File: config.mk
export PLATFORM = sky130hd
export DESIGN_NAME = sar_adc_control
export DESIGN_NICKNAME = d
export VERILOG_FILES = /design/src/logic/sar_adc_pkg.sv /design/src/logic/sar_link_if.sv /design/src/logic/sar_adc_control.sv /design/src/logic/sar_step_engine.sv
export SDC_FILE = /design/constraint.sdc
export NUM_CORES = 1
export LEC_CHECK = 0
export BUFFER_PORTS_ARGS = -buffer_cell sky130_fd_sc_hd__buf_2
export CAP_MARGIN = 20
export CORE_ASPECT_RATIO = 1.25
export CORE_UTILIZATION = 55
export CTS_BUF_LIST = sky130_fd_sc_hd__clkbuf_16
export CTS_CLUSTER_DIAMETER = 50
export CTS_CLUSTER_SIZE = 28
export DETAILED_ROUTE_END_ITERATION = 10
export PLACE_DENSITY = 0.87
export SLEW_MARGIN = 20
export SYNTH_ARGS = -nofsm -noshare
export SYNTH_HDL_FRONTEND = slang
export SYNTH_SLANG_ARGS = --single-unit
File: constraint.sdc
create_clock -name clock -period 2.63 [get_ports clock]
set_input_delay 0.526 -clock clock [delete_from_list [all_inputs] [get_ports clock]]
set_output_delay 0.526 -clock clock [all_outputs]
set_load 0.05 [all_outputs]
File: src/logic/sar_adc_pkg.sv
package sar_adc_pkg;
    localparam int unsigned ADDR_W = 3;
    localparam int unsigned DATA_W = 8;

    // Register offsets on the plain register port
    localparam logic [ADDR_W-1:0] OFF_MODE = 3'h0;
    localparam logic [ADDR_W-1:0] OFF_RESULT = 3'h1;
    localparam logic [ADDR_W-1:0] OFF_MODE_SET = 3'h2;
    localparam logic [ADDR_W-1:0] OFF_MODE_CLR = 3'h3;
    localparam logic [ADDR_W-1:0] OFF_CLOCK = 3'h4;
    localparam logic [ADDR_W-1:0] OFF_IRQ_STATUS = 3'h5;
    localparam logic [ADDR_W-1:0] OFF_IRQ_MASK = 3'h6;

    // Mode register fields
    localparam int unsigned CH_LSB = 4;
    localparam int unsigned CH_MSB = 6;
    localparam int unsigned SOC_BIT = 3;
    localparam int unsigned EOC_BIT = 2;
    localparam logic [DATA_W-1:0] MODE_RESET = 8'h04;
    localparam logic [DATA_W-1:0] RESULT_RESET = 8'h7f;

    // Clock control register fields
    localparam int unsigned SYSCLK_SEL_BIT = 0;
    localparam int unsigned SUBCLK_STOP_BIT = 3;

    // Interrupt register fields
    localparam int unsigned IRQ_DONE_BIT = 0;

    // Timing in main oscillator periods; the block clock is the main clock
    localparam int unsigned START_ALIGN_PERIODS = 16;
    localparam int unsigned CONV_PERIODS = 168;
    localparam int unsigned RESULT_BITS = 8;
    localparam int unsigned BIT_PERIODS = 20;
    localparam int unsigned SAMPLE_PERIODS = CONV_PERIODS - RESULT_BITS * BIT_PERIODS;
    localparam logic [3:0] ALIGN_LAST = 4'(START_ALIGN_PERIODS - 1);
    localparam logic [4:0] SAMPLE_LAST = 5'(SAMPLE_PERIODS - 1);
    localparam logic [4:0] BIT_LAST = 5'(BIT_PERIODS - 1);
    localparam logic [2:0] BIT_TOP = 3'(RESULT_BITS - 1);
    localparam logic [DATA_W-1:0] TRIAL_FIRST = 8'h80;

    typedef enum logic [2:0]
    {
        ST_IDLE = 3'b001,
        ST_SAMPLE = 3'b010,
        ST_CONVERT = 3'b100
    } sar_state_e;
endpackage

File: src/logic/sar_link_if.sv
interface sar_link_if;
    logic start;
    logic run;
    logic compare_high;
    logic done;
    logic hold;
    logic [7:0] trial;
    logic [7:0] result;

    modport control
    (
        output start,
        output run,
        output compare_high,
        input done,
        input hold,
        input trial,
        input result
    );

    modport engine
    (
        input start,
        input run,
        input compare_high,
        output done,
        output hold,
        output trial,
        output result
    );
endinterface

File: src/logic/sar_adc_control.sv
// The placing of the registers and the strobed register port are this design's own decisions.
module sar_adc_control
    import sar_adc_pkg::*;
(
    input logic clock,
    input logic rst_n,
    input logic [ADDR_W-1:0] reg_addr,
    input logic [DATA_W-1:0] reg_wdata,
    input logic reg_write,
    input logic reg_read,
    output logic [DATA_W-1:0] reg_rdata,
    input logic stop_mode,
    input logic halt_mode,
    input logic compare_high,
    output logic [2:0] analog_inputs_select,
    output logic sample_hold,
    output logic [DATA_W-1:0] dac_code,
    output logic irq
);
    sar_link_if link ();

    logic [2:0] channel_select;
    logic start_conversion;
    logic end_of_conversion;
    logic system_clock_select_bit;
    logic subclock_osc_stop_bit;
    logic irq_done_status;
    logic irq_done_mask;
    logic [3:0] align_count;
    logic run;
    logic align_tick;
    logic begin_conv;
    logic wr_mode;
    logic wr_set;
    logic wr_clr;
    logic [DATA_W-1:0] mode_view;
    logic [DATA_W-1:0] next_rdata;

    sar_step_engine engine
    (
        .clock(clock),
        .rst_n(rst_n),
        .link(link)
    );

    // Subclock oscillator stop bit set, stop mode, or halt while on the subclock
    assign run = !subclock_osc_stop_bit && !stop_mode && !(system_clock_select_bit && halt_mode);
    assign align_tick = run && align_count == ALIGN_LAST;
    assign begin_conv = start_conversion && align_tick;

    assign wr_mode = reg_write && reg_addr == OFF_MODE;
    assign wr_set = reg_write && reg_addr == OFF_MODE_SET;
    assign wr_clr = reg_write && reg_addr == OFF_MODE_CLR;

    assign link.start = begin_conv;
    assign link.run = run;
    assign link.compare_high = compare_high;

    assign mode_view = {1'b0, channel_select, start_conversion, end_of_conversion, 2'b00};

    // Start requests wait for the prescaler so the start point is deterministic
    always_ff @(posedge clock or negedge rst_n)
    begin
        if (!rst_n)
        begin
            align_count <= 4'h0;
        end
        else if (run)
        begin
            align_count <= 4'(align_count + 4'h1);
        end
    end

    always_ff @(posedge clock or negedge rst_n)
    begin
        if (!rst_n)
        begin
            channel_select <= MODE_RESET[CH_MSB:CH_LSB];
        end
        else if (wr_mode)
        begin
            channel_select <= reg_wdata[CH_MSB:CH_LSB];
        end
    end

    // A fresh write of the start bit beats the hardware clear
    always_ff @(posedge clock or negedge rst_n)
    begin
        if (!rst_n)
        begin
            start_conversion <= MODE_RESET[SOC_BIT];
        end
        else if (wr_mode)
        begin
            start_conversion <= reg_wdata[SOC_BIT];
        end
        else if (wr_set && reg_wdata[SOC_BIT])
        begin
            start_conversion <= 1'b1;
        end
        else if (wr_clr && reg_wdata[SOC_BIT])
        begin
            start_conversion <= 1'b0;
        end
        else if (begin_conv)
        begin
            start_conversion <= 1'b0;
        end
    end

    // Completion wins over every clear
    always_ff @(posedge clock or negedge rst_n)
    begin
        if (!rst_n)
        begin
            end_of_conversion <= MODE_RESET[EOC_BIT];
        end
        else if (link.done)
        begin
            end_of_conversion <= 1'b1;
        end
        else if (begin_conv)
        begin
            end_of_conversion <= 1'b0;
        end
        else if (wr_mode)
        begin
            end_of_conversion <= reg_wdata[EOC_BIT];
        end
        else if (wr_set && reg_wdata[EOC_BIT])
        begin
            end_of_conversion <= 1'b1;
        end
        else if (wr_clr && reg_wdata[EOC_BIT])
        begin
            end_of_conversion <= 1'b0;
        end
    end

    always_ff @(posedge clock or negedge rst_n)
    begin
        if (!rst_n)
        begin
            system_clock_select_bit <= 1'b0;
            subclock_osc_stop_bit <= 1'b0;
        end
        else if (reg_write && reg_addr == OFF_CLOCK)
        begin
            system_clock_select_bit <= reg_wdata[SYSCLK_SEL_BIT];
            subclock_osc_stop_bit <= reg_wdata[SUBCLK_STOP_BIT];
        end
    end

    always_ff @(posedge clock or negedge rst_n)
    begin
        if (!rst_n)
        begin
            irq_done_mask <= 1'b0;
        end
        else if (reg_write && reg_addr == OFF_IRQ_MASK)
        begin
            irq_done_mask <= reg_wdata[IRQ_DONE_BIT];
        end
    end

    // Read clears the status, but a completion in that cycle survives
    always_ff @(posedge clock or negedge rst_n)
    begin
        if (!rst_n)
        begin
            irq_done_status <= 1'b0;
        end
        else if (link.done)
        begin
            irq_done_status <= 1'b1;
        end
        else if (reg_read && reg_addr == OFF_IRQ_STATUS)
        begin
            irq_done_status <= 1'b0;
        end
    end

    always_ff @(posedge clock or negedge rst_n)
    begin
        if (!rst_n)
        begin
            irq <= 1'b0;
        end
        else
        begin
            irq <= irq_done_status && irq_done_mask;
        end
    end

    always_comb
    begin
        next_rdata = 8'h00;
        if (reg_read)
        begin
            unique case (reg_addr)
                OFF_MODE: next_rdata = mode_view;
                OFF_RESULT: next_rdata = link.result;
                OFF_CLOCK:
                begin
                    next_rdata[SYSCLK_SEL_BIT] = system_clock_select_bit;
                    next_rdata[SUBCLK_STOP_BIT] = subclock_osc_stop_bit;
                end
                OFF_IRQ_STATUS: next_rdata[IRQ_DONE_BIT] = irq_done_status;
                OFF_IRQ_MASK: next_rdata[IRQ_DONE_BIT] = irq_done_mask;
                default: next_rdata = 8'h00;
            endcase
        end
    end

    // Data stands only in the cycle after the read strobe
    always_ff @(posedge clock or negedge rst_n)
    begin
        if (!rst_n)
        begin
            reg_rdata <= 8'h00;
        end
        else
        begin
            reg_rdata <= next_rdata;
        end
    end

    // Channel is latched at start so a later write cannot move the mux mid-conversion
    always_ff @(posedge clock or negedge rst_n)
    begin
        if (!rst_n)
        begin
            analog_inputs_select <= MODE_RESET[CH_MSB:CH_LSB];
        end
        else if (begin_conv)
        begin
            analog_inputs_select <= channel_select;
        end
    end

    // Pin copies of the engine state; the comparator sees them one cycle late,
    // which the 20-cycle bit slot absorbs
    always_ff @(posedge clock or negedge rst_n)
    begin
        if (!rst_n)
        begin
            sample_hold <= 1'b0;
            dac_code <= 8'h00;
        end
        else
        begin
            sample_hold <= link.hold;
            dac_code <= link.trial;
        end
    end
endmodule // sar_adc_control

File: src/logic/sar_step_engine.sv
module sar_step_engine
    import sar_adc_pkg::*;
(
    input logic clock,
    input logic rst_n,
    sar_link_if.engine link
);
    sar_state_e state;
    logic [4:0] phase_count;
    logic [2:0] bit_index;
    logic [7:0] next_trial;
    logic phase_end;
    logic last_bit;

    assign phase_end = (state == ST_SAMPLE) ? (phase_count == SAMPLE_LAST) : (phase_count == BIT_LAST);
    assign last_bit = link.run && state == ST_CONVERT && phase_end && bit_index == 3'h0;

    // Decide current bit, then try the next lower one
    always_comb
    begin
        next_trial = link.trial;
        next_trial[bit_index] = link.compare_high;
        if (bit_index != 3'h0)
        begin
            next_trial[3'(bit_index - 3'h1)] = 1'b1;
        end
    end

    always_ff @(posedge clock or negedge rst_n)
    begin
        if (!rst_n)
        begin
            state <= ST_IDLE;
            phase_count <= 5'h00;
            bit_index <= 3'h0;
        end
        else if (link.start)
        begin
            // A new start aborts whatever is running
            state <= ST_SAMPLE;
            phase_count <= 5'h00;
            bit_index <= BIT_TOP;
        end
        else if (link.run)
        begin
            unique case (state)
                ST_IDLE:
                begin
                    phase_count <= 5'h00;
                end
                ST_SAMPLE:
                begin
                    phase_count <= phase_end ? 5'h00 : 5'(phase_count + 5'h01);
                    if (phase_end)
                    begin
                        state <= ST_CONVERT;
                    end
                end
                ST_CONVERT:
                begin
                    phase_count <= phase_end ? 5'h00 : 5'(phase_count + 5'h01);
                    if (phase_end && bit_index == 3'h0)
                    begin
                        state <= ST_IDLE;
                    end
                    else if (phase_end)
                    begin
                        bit_index <= 3'(bit_index - 3'h1);
                    end
                end
            endcase
        end
    end

    always_ff @(posedge clock or negedge rst_n)
    begin
        if (!rst_n)
        begin
            link.trial <= 8'h00;
            link.hold <= 1'b0;
        end
        else if (link.start)
        begin
            link.trial <= 8'h00;
            link.hold <= 1'b0;
        end
        else if (link.run && phase_end && state == ST_SAMPLE)
        begin
            link.trial <= TRIAL_FIRST;
            link.hold <= 1'b1;
        end
        else if (link.run && phase_end && state == ST_CONVERT)
        begin
            link.trial <= next_trial;
            link.hold <= !last_bit;
        end
    end

    always_ff @(posedge clock or negedge rst_n)
    begin
        if (!rst_n)
        begin
            link.done <= 1'b0;
            link.result <= RESULT_RESET;
        end
        else
        begin
            link.done <= last_bit && !link.start;
            if (last_bit && !link.start)
            begin
                link.result <= next_trial;
            end
        end
    end
endmodule // sar_step_engine

Word-level counts from Yosys, hierarchy flattened
Cells that the tools add are included.

cells by class
  add/subtract/negate cells = 3
  $lt $le $gt $ge = 4
  equality and inequality tests = 15
  muxes and demuxes = 43
  bitwise logic cells = 1
  reductions and logical operators = 45

operator list
  kind                                                                          number
  8-bit two-way mux                                                             5
  3-bit two-way mux                                                             9
  1-bit logical AND                                                             26
  1-bit two-way mux                                                             17
  5-bit two-way mux                                                             3
  3-bit equality test, second input constant                                    4
  5-bit case mux with 2 select lines                                            1
  3-bit by 2-bit equality test with 1-bit output, second input constant         3
  3-bit nonzero test                                                            3
  8-bit bitwise mux                                                             1
  3-bit by 4-bit less-than comparator with 1-bit output, second input constant  2
  8-bit bitwise OR                                                              1
  4-bit case mux with 2 select lines                                            1
  4-bit AND reduction                                                           2
  2-bit nonzero test                                                            4
  1-bit demux with 3-bit select                                                 2
  3-bit by 1-bit equality test with 1-bit output, second input constant         2
  3-bit by 1-bit >= comparator with 1-bit output, second input constant         2
  3-bit zero test                                                               2
  3-bit case mux with 2 select lines                                            1
  5-bit by 1-bit adder with 5-bit output, second input constant                 1
  5-bit by 3-bit equality test with 1-bit output, second input constant         1
  5-bit equality test, second input constant                                    1
  1-bit zero test                                                               5
  other kinds (12)                                                              12

storage, ports and cells
  flip-flop bits (word level) = 63
  input bits = 18
  output and inout port bits = 21
  word-level logic and storage cells = 131

Depth between registers and ports, before layout
Gate-level depths: netlist of the first run.

  depth after elaboration = 10
  gate-level depth with buffers = 8

By module
Synthesis of the first run repeated with hierarchy kept, for this count alone.

unflattened totals
  cells, all modules = 271
  area total of the unflattened synthesis = 3100.5 um2

modules (own cells, without submodules)
  module           instances  cells each  area an instance (um2)  sequential area each (um2)
  sar_step_engine  1          174         1751.7                  735.7
  sar_adc_control  1          97          1348.8                  852.1

Least setup slack after synthesis of the first run
OpenSTA, ideal clock, no wires.

  path type = reg-to-reg
  start point = register engine.bit_index[0]
  end point = register engine.link.trial[7]
  setup time = 0.068 ns
  arrival = 2.051 ns
  required time = 2.562 ns
  path slack = 0.512 ns
  stages on the path, launching flop included = 8
  path buffers = 1
  clock period less this slack = 2.118 ns
  path through = dfrtp_1 > clkbuf_1 > inv_1 > ha_1 > or3b_2 > a21oi_1 > a2bb2oi_1 > o221a_1

on the way
  cells in the longest elaborated chain, start to end = 10

RTL lines
  element                                                                                              RTL line                                      source
  start, declared                                                                                      sar_step_engine.sv:10                         logic [2:0] bit_index;
  start signal, assigned                                                                               sar_step_engine.sv:68                         bit_index <= 3'(bit_index - 3'h1);
  3-bit by 1-bit subtractor with 3-bit output (tied with other cells)                                  sar_step_engine.sv:25                         next_trial[3'(bit_index - 3'h1)] = 1'b1;
  3-bit by 4-bit less-than comparator with 1-bit output (not written as such) (tied with other cells)  sar_step_engine.sv:25
  1-bit logical AND (not written as such) or 1-bit two-way mux (tied branches)                         sar_step_engine.sv:25, sar_step_engine.sv:22
  1-bit two-way mux (not written as such) or 1-bit demux with 3-bit select (tied branches)             --
  1-bit demux with 3-bit select or 8-bit bitwise mux (tied branches)                                   --
  8-bit bitwise OR (no source line)                                                                    --
  8-bit two-way mux (*)                                                                                sar_step_engine.sv:23                         if (bit_index != 3'h0)
  8-bit two-way mux (*)                                                                                sar_step_engine.sv:92                         else if (link.run && phase_end && state == ST_CONVERT)
  8-bit two-way mux (*)                                                                                sar_step_engine.sv:87                         else if (link.run && phase_end && state == ST_SAMPLE)
  8-bit two-way mux (*)                                                                                sar_step_engine.sv:82                         else if (link.start)
  end signal, assigned                                                                                 sar_step_engine.sv:94                         link.trial <= next_trial;
  end, declared                                                                                        sar_link_if.sv:28                             output trial,

Every way passes the cells marked *; elsewhere a longest branch is shown, timed or not. The select of a mux whose other input is x is not followed.
A chain may end at the register's enable or synchronous reset.

Final worst setup path of the first run
  start point = register engine.bit_index[1]
  end point = register engine.link.trial[7]

Same word-level chain as after synthesis.

==> results of run 1 <==
cell type report:
type,count,area share (%)
multi-input cells,195,36.9
flip-flops and latches,63,46.0
repair buffers,41,6.30
inverters,10,1.09
clock buffers,9,6.52
clock inverters,7,0.942
well taps,62,2.25
flip-flops by register name (all words and copies together) (netlist names), 3 cells and up:
register	count
engine.link.result	8
channel_select	3
reg_rdata	8
engine.bit_index	3
engine.state	3
engine.link.trial	8
engine.phase_count	5
dac_code	8
align_count	4
analog_inputs_select	3
synth_stat cells, drive strengths merged, types with 4 or more instances:
cell	number
mux2	11
nand4	6
o22ai	10
nor2	15
xnor2	5
ha	4
a21oi	6
o21ai	21
nand3	7
nand2	40
mux2i	8
nand2b	6
inv	10
a21o	4
dfstp	9
nor3	5
dfrtp	54
a211oi	4
clkbuf	9
o211ai	4
buf	4
cell families after synthesis:
family,Yosys count,synth area share (%)
AND/OR/NAND/NOR,100,18.0
XOR/XNOR,5,1.48
flip-flops,63,53.7
buffers and inverters,23,3.09
adder cells (fa/ha/maj),4,1.69
multiplexers,19,6.90
AO/OA/AOI/OAI,67,15.1
metal layers:
layer,wire (um),vias to the layer above
li1,-,1092
met5,0,-
met4,172,0
met1,2520,1170
met2,3540,60
met3,255,16
through the flow:
| stage | hold WS (ps) | instance area [sq um] | cells | setup slack, ps | total power [mW] |
|---|---|---|---|---|---|
| 2_1_floorplan | 230 | 2950 | 281 | 512 | 1.96 |
| 3_3_place_gp | 385 | 3200 | 371 | 550 | 2.14 |
| 3_5_place_dp | 392 | 3200 | 371 | 477 | 2.20 |
| 4_1_cts | 393 | 3450 | 387 | 448 | 3.23 |
| 5_1_grt | 410 | 3450 | 387 | 309 | 3.39 |
| 6_report | 358 | 3450 | 387 | 406 | 3.22 |
where the power goes:
group | switching (mW) | internal (mW) | total (mW)
Combinational | 0.544 | 0.343 | 0.887
Sequential | 0.175 | 1.14 | 1.32
Clock | 0.395 | 0.618 | 1.01
worst paths after layout:
| check | depth (start not counted) | start | end |
|---|---|---|---|
| worst max-delay path | 6 | engine.bit_index[1]$_DFFE_PN0P_ | engine.link.trial[7]$_DFFE_PN0P_ |
| worst min-delay path | 2 | rst_n | engine.phase_count[3]$_DFFE_PN0P_ |
| worst max register to register | 6 | engine.bit_index[1]$_DFFE_PN0P_ | engine.link.trial[7]$_DFFE_PN0P_ |
| worst min register to register | 0 | engine.link.hold$_DFFE_PN0P_ | sample_hold$_DFF_PN0_ |
| max in group asynchronous | 2 | rst_n | engine.link.trial[2]$_DFFE_PN0P_ |
| min in group clock | 0 | engine.link.hold$_DFFE_PN0P_ | sample_hold$_DFF_PN0_ |
==> impl_metrics.yaml, run 1 <==
final_layout:
  mostFrequentLayoutCell: "dfrtp_1"
  nets: 342
  diodes: 0
  multi_input_area_sq_mm: 0.00127
  fillers: 374
  area_growth_pct: 16.9
  post-route-util_pct: 67.5
  seq_area_sq_mm: 0.00159
  final_cell_mix: "54 x dfrtp_1, 40 x nand2_1, 36 x buf_2"
  drive_gt1_share_pct: 25.2
grt:
  use_met1_pct: 30.4
  grt_antenna_before_repair: 0
  grt_overflow: 0
  grt_max_degree: 64
  grtUsageTotal_pct: 25.9
  grtUsageMet2_pct: 41.6
  grt_util_met3_pct: 5.05
  grt_first_pass_wirelength_um: 10800
  top_usage_layer: "met2"
  grt_pass1_vias: 2298
worst_setup_path:
  crit_arrival_ps: 2480
  crit_type: "reg -> reg"
  path_max_fanout: 9
  path_cells: "inv_1 > ha_1 > or3b_2 > a21oi_1 > a2bb2oi_1 > o221a_1"
  cp_slowest_stage_delay_ps: 520
  critPathTopFamily: "compound AO/OA/AOI/OAI gates"
  rrSetupSlack_ps: 410
  required_ps: 2890
  crit_path_start_kind: "flop"
  endpoint_kind: "flop"
  worstPathBufferInverterCount: 1
  slowest_stage: "or3b_2"
yosys:
  yosysWarnings: 0
  synth_top_cell_by_area: "dfrtp_1"
  synth_top_area_share_pct: 45.7
  synth.distinct_cells: 49
  async_flop_share_pct: 100
  syn-num-nets: 303
  synth-edff-count: 0
  synth_area_leaders: "dfrtp_1 46%, dfstp_2 8.0%, nand2_1 5.1%, mux2_2 4.2%, o21ai_0 3.6%"
  ys_ff_latch: 63
  synth_area_sq_mm: 0.00295
  synth_area_per_cell_sq_um: 10.5
  synth.yosys.seq_area_share_pct: 53.7
  syn_inst: 281
  yosys_most_used_dff: "dfrtp_1"
clock_tree:
  clk_latency_ps: 320
  clock_path_buffers: 2
  ctsHoldBuffers: 0
  cts-root-buf: "clkbuf_16"
  ctsResizeCount: 0
  cts.reportedPaths.clkPinSlew_ps: 50
  cts_tree: "built"
  cts.sinks: 63
  cts_max_level: 3
  cts_buffers: 9
  post_cts_buffers: 0
sta:
  fin_crit_sh_pct: 84.6
  period_needed_ps: 2220
  setup_violations: 0
  finClkSkew_ps: 2.64
  tns_ps: 0
  tightestPinTransition_ps: 772
  rsz0062_at_grt: "no"
  fmaxAchievable_mhz: 450
  final_hold_viol_count: 0
  max_slew_margin_pct: 48.6
  drv_slew: 0
route:
  wl_per_cell_um: 16.8
  drt_iter0_drc: 174
  viasPerCell: 6.04
  drcViolationCount: 0
  drt_wl_total_um: 6490
  vias: 2338
  dr.pass1.iters: 4
  final_antenna_net_count: 0
die:
  num_rows: 29
  initial_core_util_pct: 57.7
  die_h_um: 83.9
  io_pins: 39
  coreArea_sq_mm: 0.00512
  die_x_um: 67.6
  dieArea_sq_mm: 0.00567
power:
  powerDensity_mw_per_mm2: 932
  vdd_drop_max_mv: 0.518
  leakagePower_nw: 1.63
placed_design:
  gp_congestion: 0.835
  hpwl_um: 4420
  portBuffers: 36
flow_run:
  maxCapViolCount: 0
run_status:
  status: "complete, no violations"
min_path:
  hp-class: "in -> async"
Note: power is estimated with default switching activity, not from simulation.
==> run 2, diff against run 1 <==
- clock period: 2.63 -> 2.1 ns (I/O delays scaled with it)
==> run 2 against run 1 <==
Highest routed layer unchanged; critical path depth fell by 1; combinational power up 32%; critical path type unchanged; clock skew grew 2.8 ps.
==> impl_metrics.yaml, run 2 (synthesis gave the netlist of run 1 again) <==
final_layout:
  area_growth_pct: 21.1
  multi_input_area_sq_mm: 0.00128
  mostFrequentLayoutCell: "dfrtp_1"
  final_cell_mix: "54 x dfrtp_1, 40 x nand2_1, 36 x buf_2"
  diodes: 0
  nets: 350
  drive_gt1_share_pct: 27.3
  post-route-util_pct: 69.9
  seq_area_sq_mm: 0.00159
  fillers: 328
die:
  initial_core_util_pct: 57.7
  die_x_um: 67.6
  coreArea_sq_mm: 0.00512
  io_pins: 39
  num_rows: 29
  die_h_um: 83.9
  dieArea_sq_mm: 0.00567
min_path:
  hp-class: "in -> async"
sta:
  tns_ps: 0
  finClkSkew_ps: 5.43
  drv_slew: 0
  max_slew_margin_pct: 66.9
  final_hold_viol_count: 0
  fin_crit_sh_pct: 91.0
  rsz0062_at_grt: "no"
  fmaxAchievable_mhz: 523
  tightestPinTransition_ps: 490
  setup_violations: 0
  period_needed_ps: 1910
power:
  switching_share_pct: 32.4
  vdd_drop_max_mv: 0.686
  p_sw_mw: 1.40
  p_clk_share_pct: 35.0
  share_comb_of_total_power_pct: 27.1
  powerDensity_mw_per_mm2: 1210
  p_int_mw: 2.92
  seqPwrFrac_pct: 37.9
  leakagePower_nw: 1.70
  power_mw: 4.32
worst_setup_path:
  path_max_fanout: 9
  endpoint_kind: "flop"
  crit_path_start_kind: "flop"
  crit_type: "reg -> reg"
  crit_arrival_ps: 2120
  required_ps: 2310
clock_tree:
  cts_max_level: 3
  cts_buffers: 9
  clk_latency_ps: 330
  ctsResizeCount: 0
  ctsHoldBuffers: 0
  post_cts_buffers: 0
  cts.reportedPaths.clkPinSlew_ps: 50
  cts.sinks: 63
  clock_path_buffers: 2
  cts-root-buf: "clkbuf_16"
  cts_tree: "built"
placed_design:
  hpwl_um: 4240
  gp_congestion: 0.860
  portBuffers: 36
route:
  wl_per_cell_um: 15.9
  vias: 2355
  dr.pass1.iters: 4
  drt_wl_total_um: 6290
  viasPerCell: 5.96
  drcViolationCount: 0
  final_antenna_net_count: 0
  drt_iter0_drc: 234
flow_run:
  maxCapViolCount: 0
run_status:
  status: "complete, no violations"
grt:
  grt_overflow: 0
  grt_pass1_vias: 2275
  grtUsageTotal_pct: 24.6
  grt_antenna_before_repair: 0
  grt_first_pass_wirelength_um: 10200
  grt_max_degree: 64
[run 2: power groups by stage]
stage	logic [mW]	clock network, mW	registers [mW]
2_1_floorplan	0.714	0	1.74
3_3_place_gp	1.10	0	1.64
3_5_place_dp	1.15	0	1.65
4_1_cts	1.16	1.53	1.63
5_1_grt	1.29	1.59	1.67
6_report	1.17	1.51	1.64
[run 2: stage by stage]
stage / worst slack [ps] / hold slack, ps / area (sq um) / std cells
2_1_floorplan: 18.0 / 124 / 2960 / 281
3_3_place_gp: 182 / 378 / 3270 / 379
3_5_place_dp: 153 / 377 / 3270 / 379
4_1_cts: 137 / 109 / 3570 / 395
5_1_grt: 67.9 / 120 / 3580 / 395
6_report: 189 / 91.2 / 3580 / 395
[run 2: final cells by class]
type                    instances  share of cell area, %
multi-input cells             195                   35.7
well taps                      62                   2.17
inverters                      10                   1.05
repair buffers                 49                   8.11
clock buffers                   9                   6.30
flip-flops and latches         63                   44.4
clock inverters                 7                   2.24
[run 2: final timing paths]
kind | from | slack (ps) | cells past startpoint | endpoint
max | engine.phase_count[0]$_DFFE_PN0P_ | 190 | 5 | engine.link.result[7]$_DFFE_PN0P_
min | rst_n | 90 | 2 | engine.link.trial[2]$_DFFE_PN0P_
max reg2reg | engine.phase_count[0]$_DFFE_PN0P_ | 190 | 5 | engine.link.result[7]$_DFFE_PN0P_
min reg2reg | engine.link.hold$_DFFE_PN0P_ | 390 | 0 | sample_hold$_DFF_PN0_
max in group asynchronous | rst_n | 1700 | 2 | engine.link.result[3]$_DFFE_PN1P_
min in group clock | reg_wdata[4] | 330 | 2 | channel_select[0]$_DFFE_PN0P_
[run 2: critical path, cell delays in order, from the launching register on]
cell      delay [ps]
dfrtp_1          400
ha_1             260
and4bb_2         280
nand4_2           90
or2_0            380
mux2_2           390
[run 2: routing by layer]
layer / part of all wire, % / up-vias / track usage, % / wire (um)
met1: 40 / 1148 / 28.3 / 2490
met3: 4.9 / 21 / 5.60 / 307
met2: 52 / 75 / 38.6 / 3240
met5: 0 / - / 0 / 0
met4: 4.0 / 0 / 18.2 / 250
li1: - / 1111 / - / -
==> run 3, diff against run 2 <==
- ABC_AREA: not set -> 1
- PLACE_DENSITY: 0.87 -> 0.86
==> run 3 against run 2 <==
Critical endpoint is now engine.link.result[0]$_DFFE_PN1P_; design area rose by 0.70%; via count grew 1.6%; die area grew 3.9%; non-clock buffer count fell by 10.
==> impl_metrics.yaml, run 3 <==
yosys:
  synth_fa_ha_area_share_pct: 1.63
  synth_simple_gate_area_share_pct: 27.1
  syn-num-nets: 355
  yosys-top-cells-count: "84 x nand2_1, 54 x dfrtp_1, 36 x inv_1"
  synth_area_leaders: "dfrtp_1 44%, nand2_1 10%, dfstp_2 7.7%, nand3_1 5.4%, inv_1 4.4%"
  yosysMostFrequentCell: "nand2_1"
  synth_top_cell_by_area: "dfrtp_1"
  async_flop_share_pct: 100
  synthMuxAreaShare_pct: 1.75
  synth_compound_area_share_pct: 8.47
  yosysWarnings: 0
  synth_area_per_cell_sq_um: 9.22
  synth_xor_area_share_pct: 2.24
  syn_inst: 333
  synth.distinct_cells: 44
  yosys_most_used_dff: "dfrtp_1"
  synth_top_family_by_area: "simple AND/OR/NAND/NOR gates"
  synth-edff-count: 0
  synth_area_sq_mm: 0.00307
  synth.yosys.seq_area_share_pct: 51.7
  synth_top_area_share_pct: 44.0
  ys_ff_latch: 63
clock_tree:
  clock_path_buffers: 2
  ctsResizeCount: 0
  cts.sinks: 63
  cts.reportedPaths.clkPinSlew_ps: 50
  cts_buffers: 9
  ctsHoldBuffers: 0
  post_cts_buffers: 0
  cts-root-buf: "clkbuf_16"
  cts_tree: "built"
  cts_max_level: 3
  clk_latency_ps: 330
final_layout:
  area_growth_pct: 17.3
  drive_gt1_share_pct: 25.9
  postLayoutCellArea_sq_mm: 0.00360
  mostFrequentLayoutCell: "nand2_1"
  multi_input_area_sq_mm: 0.00127
  seq_area_sq_mm: 0.00159
  nets: 399
  instances_no_fill: 446
  diodes: 0
  fillers: 412
  post-route-util_pct: 66.6
  final_cell_mix: "84 x nand2_1, 54 x dfrtp_1, 36 x inv_1, 36 x buf_2, 33 x nand3_1"
route:
  dr.pass1.iters: 4
  vias: 2392
  drt_wl_total_um: 6030
  final_antenna_net_count: 0
  viasPerCell: 5.36
  drt_iter0_drc: 215
  drcViolationCount: 0
  wl_per_cell_um: 13.5
die:
  die_x_um: 68.8
  coreArea_sq_mm: 0.00541
  io_pins: 39
  initial_core_util_pct: 56.8
  die_h_um: 85.6
  dieArea_sq_mm: 0.00589
  num_rows: 30
power:
  vdd_drop_max_mv: 0.497
  seqPwrFrac_pct: 46.3
  p_sw_mw: 0.763
  leakagePower_nw: 1.99
  powerDensity_mw_per_mm2: 823
  share_comb_of_total_power_pct: 9.0
  p_int_mw: 2.20
  power_mw: 2.97
  p_clk_share_pct: 44.7
  switching_share_pct: 25.7
worst_setup_path:
  endpoint_kind: "flop"
  path_max_fanout: 8
  required_ps: 2360
  crit_type: "reg -> reg"
  crit_arrival_ps: 2140
  crit_path_start_kind: "flop"
  reg2reg_depth: 7
sta:
  hold_ws_ps: 97.6
  period_needed_ps: 1880
  max_slew_margin_pct: 60.4
  tightestPinTransition_ps: 594
  fin_crit_sh_pct: 89.3
  tns_ps: 0
  setup_ws_ps: 224
  fmaxAchievable_mhz: 533
  setup_violations: 0
  rsz0062_at_grt: "no"
  drv_slew: 0
  final_hold_viol_count: 0
  finClkSkew_ps: 5.58
grt:
  grt_antenna_before_repair: 0
  grt_pass1_vias: 2318
  grtUsageTotal_pct: 24.0
  grt_first_pass_wirelength_um: 10300
  grt_overflow: 0
  grt_max_degree: 27
placed_design:
  gp_congestion: 0.940
  placed_cells: 430
  hpwl_um: 4340
  dp_worst_setup_slack_ps: 267
  portBuffers: 36
  place_area_sq_mm: 0.00333
min_path:
  hp-class: "in -> async"
run_status:
  status: "complete, no violations"
flow_run:
  maxCapViolCount: 0
run 3: changes by cell type in the layout (fill, tap and decap cells not counted), sizes merged, moves of 8 or more:
cell   before  now
nand2      40   90
inv        12   43
nand3       7   35
buf        49   39
nor2       15   25
o22ai      10    1
mux2       11    3
run 3: worst paths after layout:
| path | slack [ps] | endpoint | from |
|---|---|---|---|
| max reg2reg | 220 | engine.link.result[0]$_DFFE_PN1P_ | engine.bit_index[1]$_DFFE_PN0P_ |
| max | 220 | engine.link.result[0]$_DFFE_PN1P_ | engine.bit_index[1]$_DFFE_PN0P_ |
| min reg2reg | 380 | sample_hold$_DFF_PN0_ | engine.link.hold$_DFFE_PN0P_ |
| min in group clock | 330 | channel_select[0]$_DFFE_PN0P_ | reg_wdata[4] |
| min | 100 | dac_code[1]$_DFF_PN0_ | rst_n |
| max in group asynchronous | 1410 | engine.link.result[6]$_DFFE_PN1P_ | rst_n |
run 3: logic make-up (layout without fill, tap and decap cells):
logic type,Yosys count,after routing
AO/OA/AOI/OAI,41,41
XOR/XNOR,7,7
adder cells (fa/ha/maj),4,4
buffers and inverters,48,97
flip-flops,63,63
multiplexers,5,5
AND/OR/NAND/NOR,165,165
run 3: power by group through the flow:
stage                     clock network [mW]  registers, mW  logic [mW]
after CTS                               1.35           1.37       0.270
after floorplan                            0           1.40       0.148
final                                   1.33           1.37       0.266
after global placement                     0           1.38       0.251
after detailed placement                   0           1.39       0.268
after global routing                    1.41           1.38       0.303
run 3: layer usage:
layer  vias to the layer above  share of wire, %  GRT usage (%)
met5                         -                 0              0
met4                         0               4.1           17.1
met3                        20               4.6           5.32
met2                        77                51           36.2
met1                      1117                40           29.6
li1                       1178                 -              -
run 3: cell type report:
cell class                      count  area share (%)
Clock inverter                      7            1.32
Multi-Input combinational cell    222            35.2
Clock buffer                        9            6.25
Inverter                           42            4.65
Sequential cell                    63            44.1
Tap cell                           64            2.22
Timing Repair Buffer               39            6.32
run 3: worst max-delay path: stages, from the launching register on:
cell and delay (ps):
dfrtp_1 470, inv_1 160, ha_1 240, xnor2_2 230
nand2_1 100, o21ai_0 400, nand2_1 130, o21ai_2 70
